## config.mk

```make
export PLATFORM = sky130hd
export DESIGN_NAME = codec_response_generator
export DESIGN_NICKNAME = d
export VERILOG_FILES = /design/src/logic/codec_resp_pkg.sv /design/src/logic/codec_response_generator.sv
export SDC_FILE = /design/constraint.sdc
export NUM_CORES = 1
export LEC_CHECK = 0
export BUFFER_PORTS_ARGS = -buffer_cell sky130_fd_sc_hd__buf_2
export CAP_MARGIN = 20
export CELL_PAD_IN_SITES_DETAIL_PLACEMENT = 0
export CELL_PAD_IN_SITES_GLOBAL_PLACEMENT = 1
export CORE_AREA = 4 4 81 158
export CTS_BUF_LIST = sky130_fd_sc_hd__clkbuf_4 sky130_fd_sc_hd__clkbuf_8
export DETAILED_ROUTE_END_ITERATION = 7
export DIE_AREA = 0 0 85 162
export PLACE_DENSITY = 0.81
export SLEW_MARGIN = 20
export SYNTH_ARGS = -nofsm -noshare
export SYNTH_HDL_FRONTEND = slang
export SYNTH_SLANG_ARGS = --single-unit
```

## constraint.sdc

```tcl
create_clock -name clk -period 2.55 [get_ports clk]
set_input_delay 0.765 -clock clk [delete_from_list [all_inputs] [get_ports clk]]
set_output_delay 0.765 -clock clk [all_outputs]
set_load 0.01 [all_outputs]
```

## src/logic/codec_resp_pkg.sv

```systemverilog
// package: command codes, response codes, result carrier types
// assumes one 40 MHz clock and synchronous active-low reset
package codec_resp_pkg;

   localparam int CMD_W  = 5;
   localparam int RESP_W = 5;
   localparam int ADDR_W = 24;
   localparam int LINE_W = 16;
   localparam int BIT_W  = 4;

   typedef enum logic [CMD_W-1:0] {
      platform_setup_command    = 5'h01,
      set_code_buffer           = 5'h02,
      set_image_buffer          = 5'h03,
      processing_setup_command  = 5'h04,
      statistics_setup_command  = 5'h05,
      continue_command          = 5'h06,
      abort_command             = 5'h07,
      statistics_read_command   = 5'h08,
      line_buffer_read_command  = 5'h09,
      block_operation_command   = 5'h0a,
      line_operation_command    = 5'h0b,
      read_line_tag             = 5'h0c,
      line_end_code             = 5'h0d,
      control_return_command    = 5'h0e,
      fill_command              = 5'h0f,
      white_mask_command        = 5'h10,
      transfer_operation_command = 5'h11,
      version_read_command      = 5'h12
   } cmd_t;

   typedef enum logic [RESP_W-1:0] {
      resp_none                 = 5'h00,
      block_encode_done         = 5'h01,
      block_decode_done         = 5'h02,
      block_decode_aborted      = 5'h03,
      code_buffer_empty         = 5'h04,
      code_buffer_full          = 5'h05,
      limit_state_command_error = 5'h06,
      line_buffer_report        = 5'h07,
      unknown_command_error     = 5'h08,
      duplicate_request_error   = 5'h09,
      line_end_added            = 5'h0a,
      line_end_found            = 5'h0b,
      fill_done                 = 5'h0c,
      line_encode_done          = 5'h0d,
      line_decode_done          = 5'h0e,
      line_decode_aborted       = 5'h0f,
      setup_done                = 5'h10,
      mask_done                 = 5'h11,
      continuous_stop_done      = 5'h12,
      statistics_report         = 5'h13,
      control_return_added      = 5'h14,
      control_return_found      = 5'h15,
      code_buffer_set_done      = 5'h16,
      image_buffer_set_done     = 5'h17,
      nothing_pending_done      = 5'h18,
      platform_setup_done       = 5'h19,
      tag_read_done             = 5'h1a,
      transfer_done             = 5'h1b,
      version_report            = 5'h1c
   } resp_t;

   // outcome reported by the processing engine
   typedef enum logic [2:0] {
      end_ok        = 3'h0,
      end_cb_empty  = 3'h1,
      end_cb_full   = 3'h2,
      end_err_lines = 3'h3,
      end_found     = 3'h4
   } outcome_t;

   // engine report: positions after the processed area
   typedef struct packed {
      outcome_t            outcome;
      logic                decode;
      logic [LINE_W-1:0]   lines;
      logic [ADDR_W-1:0]   image_addr;
      logic [ADDR_W-1:0]   code_addr;
      logic [BIT_W-1:0]    code_bit;
   } engine_rpt_t;

   // response word sent to the host
   typedef struct packed {
      resp_t               code;
      logic [LINE_W-1:0]   lines;
      logic [ADDR_W-1:0]   image_addr;
      logic [ADDR_W-1:0]   code_addr;
      logic [BIT_W-1:0]    code_bit;
   } response_t;

   localparam logic [LINE_W-1:0] LINES_ZERO = 16'h0000;
   localparam logic [ADDR_W-1:0] ADDR_ZERO  = 24'h000000;
   localparam logic [BIT_W-1:0]  BIT_ZERO   = 4'h0;
   localparam logic [ADDR_W-1:0] VERSION_WORD = 24'h000001; // arbitrary

endpackage

```

## src/logic/codec_response_generator.sv

```systemverilog
// response generation and command acceptance of an image codec
// assumes the engine, statistics table and line buffer sit outside
module codec_response_generator
(
   input  wire logic                         clk,
   input  wire logic                         rst_b,
   input  wire logic                         cmd_valid,
   input  wire logic [codec_resp_pkg::CMD_W-1:0] cmd_code,
   input  wire logic                         engine_done,
   input  wire codec_resp_pkg::engine_rpt_t  engine_rpt,
   input  wire logic                         completion_clear,
   output logic                              engine_start,
   output codec_resp_pkg::cmd_t              engine_cmd,
   output logic                              engine_single_line,
   output logic                              engine_cancel,
   output logic                              resp_valid,
   output codec_resp_pkg::response_t         resp,
   output logic                              interrupt,
   output logic                              completion_flag,
   output logic                              code_buffer_limit_state,
   output logic                              continuous_mode
);
   import codec_resp_pkg::*;

   typedef enum logic [1:0] {
      st_idle = 2'b00,
      st_busy = 2'b01
   } state_t;

   ////////////////////////////////////////////////////////////////////
   // command classification

   function automatic logic known_cmd(input logic [CMD_W-1:0] c);
      known_cmd = (c >= 5'h01) && (c <= 5'h12);
   endfunction

   function automatic logic limit_ok(input logic [CMD_W-1:0] c);
      case (c)
         5'h01, 5'h02, 5'h06, 5'h07, 5'h08, 5'h09: limit_ok = 1'b1;
         default:                                  limit_ok = 1'b0;
      endcase
   endfunction

   // commands answered at once, with no engine run
   function automatic logic immediate(input logic [CMD_W-1:0] c);
      case (c)
         5'h01, 5'h02, 5'h03, 5'h04, 5'h05, 5'h08, 5'h09, 5'h12:
            immediate = 1'b1;
         default:
            immediate = 1'b0;
      endcase
   endfunction

   function automatic response_t pack(input resp_t code,
                                      input engine_rpt_t r);
      pack.code       = code;
      pack.lines      = r.lines;
      pack.image_addr = r.image_addr;
      pack.code_addr  = r.code_addr;
      pack.code_bit   = r.code_bit;
   endfunction

   function automatic response_t plain(input resp_t code);
      plain.code       = code;
      plain.lines      = LINES_ZERO;
      plain.image_addr = ADDR_ZERO;
      plain.code_addr  = ADDR_ZERO;
      plain.code_bit   = BIT_ZERO;
   endfunction

   ////////////////////////////////////////////////////////////////////
   // state

   state_t      state;
   cmd_t        last_op;   // repeated by continue
   logic        have_op;
   response_t   next_resp;
   logic        next_limit;
   logic        respond;
   logic        launch;
   cmd_t        launch_cmd;
   logic        launch_line;
   logic        end_cont;
   logic        set_cont;

   always_comb
   begin
      next_resp   = plain(resp_none);
      next_limit  = code_buffer_limit_state;
      respond     = 1'b0;
      launch      = 1'b0;
      launch_cmd  = last_op;
      launch_line = 1'b0;
      end_cont    = 1'b0;
      set_cont    = 1'b0;
      if (cmd_valid && state == st_busy)
      begin
         next_resp = plain(duplicate_request_error);
         respond   = 1'b1;
      end
      else if (cmd_valid)
      begin
         if (!known_cmd(cmd_code))
         begin
            next_resp = plain(unknown_command_error);
            respond   = 1'b1;
         end
         else if (code_buffer_limit_state && !limit_ok(cmd_code))
         begin
            next_resp = plain(limit_state_command_error);
            respond   = 1'b1;
         end
         else if (immediate(cmd_code))
         begin
            respond = 1'b1;
            case (cmd_t'(cmd_code))
               platform_setup_command:
                  next_resp = plain(platform_setup_done);
               set_code_buffer:
                  next_resp = plain(code_buffer_set_done);
               set_image_buffer:
                  next_resp = plain(image_buffer_set_done);
               processing_setup_command:
                  next_resp = plain(setup_done);
               statistics_setup_command,
               statistics_read_command:
                  next_resp = pack(statistics_report, engine_rpt);
               line_buffer_read_command:
                  next_resp = pack(line_buffer_report, engine_rpt);
               default:
               begin
                  next_resp = plain(version_report);
                  next_resp.image_addr = VERSION_WORD;
               end
            endcase
         end
         else if (cmd_code == 5'h06 || cmd_code == 5'h07)
         begin
            if (code_buffer_limit_state && have_op)
            begin
               launch      = 1'b1;
               launch_line = (cmd_code == 5'h07);
               next_limit  = 1'b0;
            end
            else if (continuous_mode && cmd_code == 5'h07)
            begin
               next_resp = pack(continuous_stop_done, engine_rpt);
               respond   = 1'b1;
               end_cont  = 1'b1;
            end
            else if (have_op && cmd_code == 5'h06)
               launch = 1'b1;
            else
            begin
               next_resp = plain(nothing_pending_done);
               respond   = 1'b1;
               end_cont  = 1'b1;
            end
         end
         else
         begin
            launch     = 1'b1;
            launch_cmd = cmd_t'(cmd_code);
         end
      end
      else if (engine_done && state == st_busy)
      begin
         respond = 1'b1;
         case (engine_rpt.outcome)
            end_cb_empty:
            begin
               next_resp  = pack(code_buffer_empty, engine_rpt);
               next_limit = 1'b1;
            end
            end_cb_full:
            begin
               next_resp  = pack(code_buffer_full, engine_rpt);
               next_limit = 1'b1;
            end
            end_err_lines:
               next_resp = pack(last_op == line_operation_command
                                ? line_decode_aborted
                                : block_decode_aborted,
                                engine_rpt);
            default:
            begin
               set_cont = 1'b1;
               case (last_op)
                  block_operation_command:
                     next_resp = pack(engine_rpt.decode ? block_decode_done
                                      : block_encode_done, engine_rpt);
                  line_operation_command:
                     next_resp = pack(engine_rpt.decode ? line_decode_done
                                      : line_encode_done, engine_rpt);
                  line_end_code:
                     next_resp = pack(engine_rpt.decode ? line_end_found
                                      : line_end_added, engine_rpt);
                  control_return_command:
                     next_resp = pack(engine_rpt.decode
                                      ? control_return_found
                                      : control_return_added, engine_rpt);
                  fill_command:
                     next_resp = pack(fill_done, engine_rpt);
                  read_line_tag:
                     next_resp = pack(tag_read_done, engine_rpt);
                  white_mask_command:
                     next_resp = pack(mask_done, engine_rpt);
                  default:
                     next_resp = pack(transfer_done, engine_rpt);
               endcase
            end
         endcase
      end
   end

   ////////////////////////////////////////////////////////////////////
   // sequencing

   always_ff @(posedge clk)
   begin
      if (!rst_b)
         state <= st_idle;
      else if (cmd_valid && state == st_busy)
         state <= st_idle;
      else if (launch)
         state <= st_busy;
      else if (engine_done)
         state <= st_idle;
   end

   always_ff @(posedge clk)
   begin
      if (!rst_b)
      begin
         last_op <= block_operation_command;
         have_op <= 1'b0;
      end
      else if (launch)
      begin
         last_op <= launch_cmd;
         have_op <= 1'b1;
      end
   end

   always_ff @(posedge clk)
   begin
      if (!rst_b)
      begin
         engine_start       <= 1'b0;
         engine_cmd         <= block_operation_command;
         engine_single_line <= 1'b0;
         engine_cancel      <= 1'b0;
      end
      else
      begin
         engine_start       <= launch;
         engine_cmd         <= launch_cmd;
         engine_single_line <= launch_line;
         engine_cancel      <= cmd_valid && state == st_busy;
      end
   end

   always_ff @(posedge clk)
   begin
      if (!rst_b)
         code_buffer_limit_state <= 1'b0;
      else
         code_buffer_limit_state <= next_limit;
   end

   // continuous mode runs from a completed operation until stopped
   always_ff @(posedge clk)
   begin
      if (!rst_b)
         continuous_mode <= 1'b0;
      else if (end_cont)
         continuous_mode <= 1'b0;
      else if (set_cont)
         continuous_mode <= 1'b1;
   end

   always_ff @(posedge clk)
   begin
      if (!rst_b)
      begin
         resp_valid <= 1'b0;
         resp       <= plain(resp_none);
      end
      else
      begin
         resp_valid <= respond;
         if (respond)
            resp <= next_resp;
      end
   end

   // set wins over a clear in the same cycle
   always_ff @(posedge clk)
   begin
      if (!rst_b)
      begin
         interrupt       <= 1'b0;
         completion_flag <= 1'b0;
      end
      else if (respond)
      begin
         interrupt       <= 1'b1;
         completion_flag <= 1'b1;
      end
      else if (completion_clear)
      begin
         interrupt       <= 1'b0;
         completion_flag <= 1'b0;
      end
   end
endmodule // codec_response_generator

```

==> results.txt <==
Yosys cell types: 51
CTS clk-pin slew, worst paths: 0.09 ns
max_slew headroom: 64.36%
Data arrival, critical path: 2.80 ns
fmax: 400.0 MHz
Slowest cell on crit path: or4_4
switching share of power: 27.21%
Synth Register Bits: 92
Tcrit/Tclk final: 98.04%
Worst Skew: 0.005449 ns
MaxCap Viol Count: 0
Critical Path Fanout Max: 33
CTS Buffer Depth: 2
Largest regs: resp: 73 flops, engine_cmd: 5 flops, last_op: 5 flops
vias after detailed routing: 3515
H-tree level count: 3
async set or reset register ratio after synthesis: 0%
hold_buf cts: 0
Gate power share: 14.0%
peak per-stage delay on the critical path: 0.44 ns
Die Area: 13770 um^2
worst hold path type: flop to flop
crit-path cells: buf_2 -> and4bb_1 -> and4_1 -> o221ai_1 -> or4_4 -> a211oi_4 -> buf_4 -> buf_12 -> a22o_1
LEAKAGE: 2.418 nW
Antenna diodes: 0
placer's final routability congestion estimate: 0.9259
Pwr Density: 556.3 nW/um^2
first-pass GRT wire length: 18200 um
Internal Power: 2.012 mW
P_sw: 0.7523 mW
# rows: 56
Top Ports: 168
post-route ant nets: 0
vias in the first global route: 3562
RSZ-0062 raised after global routing: false
critical path launch point type: input pin
CP endpoint kind: flop
antenna violations before repair: 0
Clock Sinks: 92
Finished Core Util: 42.47%
DRT Pass-1 Iters: 4
die height: 162 um
drt initial violations: 112
largest net degree at the start of global routing: 68
area delta synth->final: 40.65%
Biggest register: resp
Core ar.: 11700 um^2
Clk Latency, worst-skew pair: 0.35 ns
setup TNS: 0 ns
critical setup path kind: input pin to flop
Avg Synthesized Cell Area: 10.10 um^2
Post-Synthesis Cells: 350
CTS tree: yes
via density per instance: 5.087
status: complete, no violations
Yosys warnings: 0
CP delay by family, top: simple AND/OR/NAND/NOR gates
VDD IR max: 0.0002923 V
NumNets Final: 624
Slew Viols, Final: 0
Required @ worst endpoint: 2.85 ns
layout cells sized above 1: 43.04%
IO buf count: 167
Syn Std Cell Area: 3533 um^2
Overflow after GRT: 0
overall global routing resource usage: 16.66%
max reg flops: 73
Final setup viols: 0
Tmin final: 2.500 ns
Syn Nets: 432
sequential share of the synthesized area: 52.12%
slew at the pin with the worst max-slew slack: 0.5291 ns
final WL: 11910 um
main flop type after synthesis: dfxtp_1
EDFF count, synth: 0
Starting Density: 30.20%
Die X: 85 um
HPWL after DPL: 9045 um
CTS Buf Count: 9
clock power share: 31.7%
Buf/Inv on CP: 3
CTS Root Buffer Type: clkbuf_8
Routed wire per std cell: 17.23 um
Hold Fails Final Rpt: 0
DRC: 0
Seq pwr share: 54.3%
## area by class of cell
cell class / count / area (um^2)
well taps: 145 / 181.4
flip-flops and latches: 92 / 1842
multi-input cells: 218 / 1521
clock buffers: 9 / 123.9
inverters: 10 / 37.54
fillers: 1188 / 6731
repair buffers: 211 / 1216
clock inverters: 6 / 47.55
## per-layer routing
metal,vias to the layer above,wire length (um),GRT usage (%)
li1,1690,-,-
met1,1661,3897,15.91
met2,133,6838,31.80
met3,31,691,3.807
met4,0,479,9.006
met5,-,0,0
## power by group through the flow
| stage | Sequential, mW | Clock (mW) | Combinational [mW] |
|---|---|---|---|
| after floorplan | 1.54 | 0 | 0.180 |
| after global placement | 1.53 | 0 | 0.378 |
| after detailed placement | 1.53 | 0 | 0.381 |
| after CTS | 1.50 | 0.921 | 0.383 |
| after global routing | 1.51 | 0.972 | 0.425 |
| final | 1.50 | 0.877 | 0.387 |
## kinds of logic after synthesis
logic type      synth area share [%]
compound gates                 30.63
flops                          52.12
simple gates                   10.66
buf+inv                        5.488
mux                           0.8499
xor+xnor                      0.2479
## cells in the mapped netlist (all sizes together), types with 3 or more instances
master / number / area (um^2)
o22ai: 6 / 37.54
o21a: 5 / 37.54
nor4: 3 / 25.02
mux2i: 3 / 30.03
dfxtp: 92 / 1842
a21oi: 16 / 80.08
nand2: 13 / 48.80
nand3: 5 / 25.02
o221ai: 3 / 26.28
nor3: 4 / 20.02
o21ai: 11 / 55.05
a31oi: 3 / 18.77
nor2: 27 / 101.4
nor2b: 3 / 18.77
o211ai: 3 / 22.52
a22o: 68 / 595.6
clkbuf: 13 / 48.80
or2: 4 / 25.03
nand2b: 7 / 43.79
buf: 17 / 107.6
inv: 10 / 37.54
## stage by stage
| step | cells | cell area [um^2] | setup WS (ns) | hold WS, ns | total power, mW |
|---|---|---|---|---|---|
| after floorplan | 350 | 3553 | -0.1167 | 0.4737 | 1.718 |
| after global placement | 673 | 4742 | -0.2642 | 0.4523 | 1.910 |
| after detailed placement | 673 | 4742 | -0.3220 | 0.4542 | 1.915 |
| after CTS | 688 | 4913 | 0.06951 | 0.4751 | 2.805 |
| after global routing | 691 | 4970 | 0.01428 | 0.4963 | 2.902 |
| final | 691 | 4970 | 0.04985 | 0.4713 | 2.765 |
## timing repair
item,CTS,global route
setup endpoints to repair,0,43
endpoints found under the hold margin,0,0
buffers inserted,0,1
resized for setup,0,6
## layout by cell type, fill, tap and decap left out, types with 3 or more instances in the layout
master / netlist / final
mux2i_1: 3 / 3
dfxtp_1: 92 / 92
or2_2: 3 / 3
nand3_1: 5 / 5
buf_2: 11 / 167
inv_6: 0 / 3
clkbuf_8: 0 / 9
nor2_1: 27 / 26
buf_4: 2 / 40
o21a_1: 5 / 5
nor2b_1: 3 / 3
a22o_1: 68 / 68
o21ai_0: 11 / 11
nor3_1: 4 / 3
o22ai_1: 6 / 6
nand2b_1: 7 / 7
nand2_1: 13 / 13
a31oi_1: 3 / 3
o221ai_1: 3 / 3
inv_1: 10 / 10
o211ai_1: 3 / 3
a21oi_1: 16 / 16
## worst paths after layout
kind                                        start               endpoint  slack [ns]  cells after the start
max reg2reg  code_buffer_limit_state$_SDFFE_PN0P_   resp[4]$_SDFFE_PN0P_        0.42                      8
max                                   cmd_code[3]   resp[4]$_SDFFE_PN0P_        0.05                      9
min                         resp[72]$_SDFFE_PN0P_  resp[72]$_SDFFE_PN0P_        0.47                      1
min reg2reg                 resp[72]$_SDFFE_PN0P_  resp[72]$_SDFFE_PN0P_        0.47                      1
## worst register-to-register path: cells and delay by family, from the launching register on
kind	cells	cell delay [ns]
AO/OA/AOI/OAI	3	0.53
AND/OR/NAND/NOR	3	0.76
buffers and inverters	2	0.39
flip-flops	1	0.40
Power figures use the tool's default switching activity.
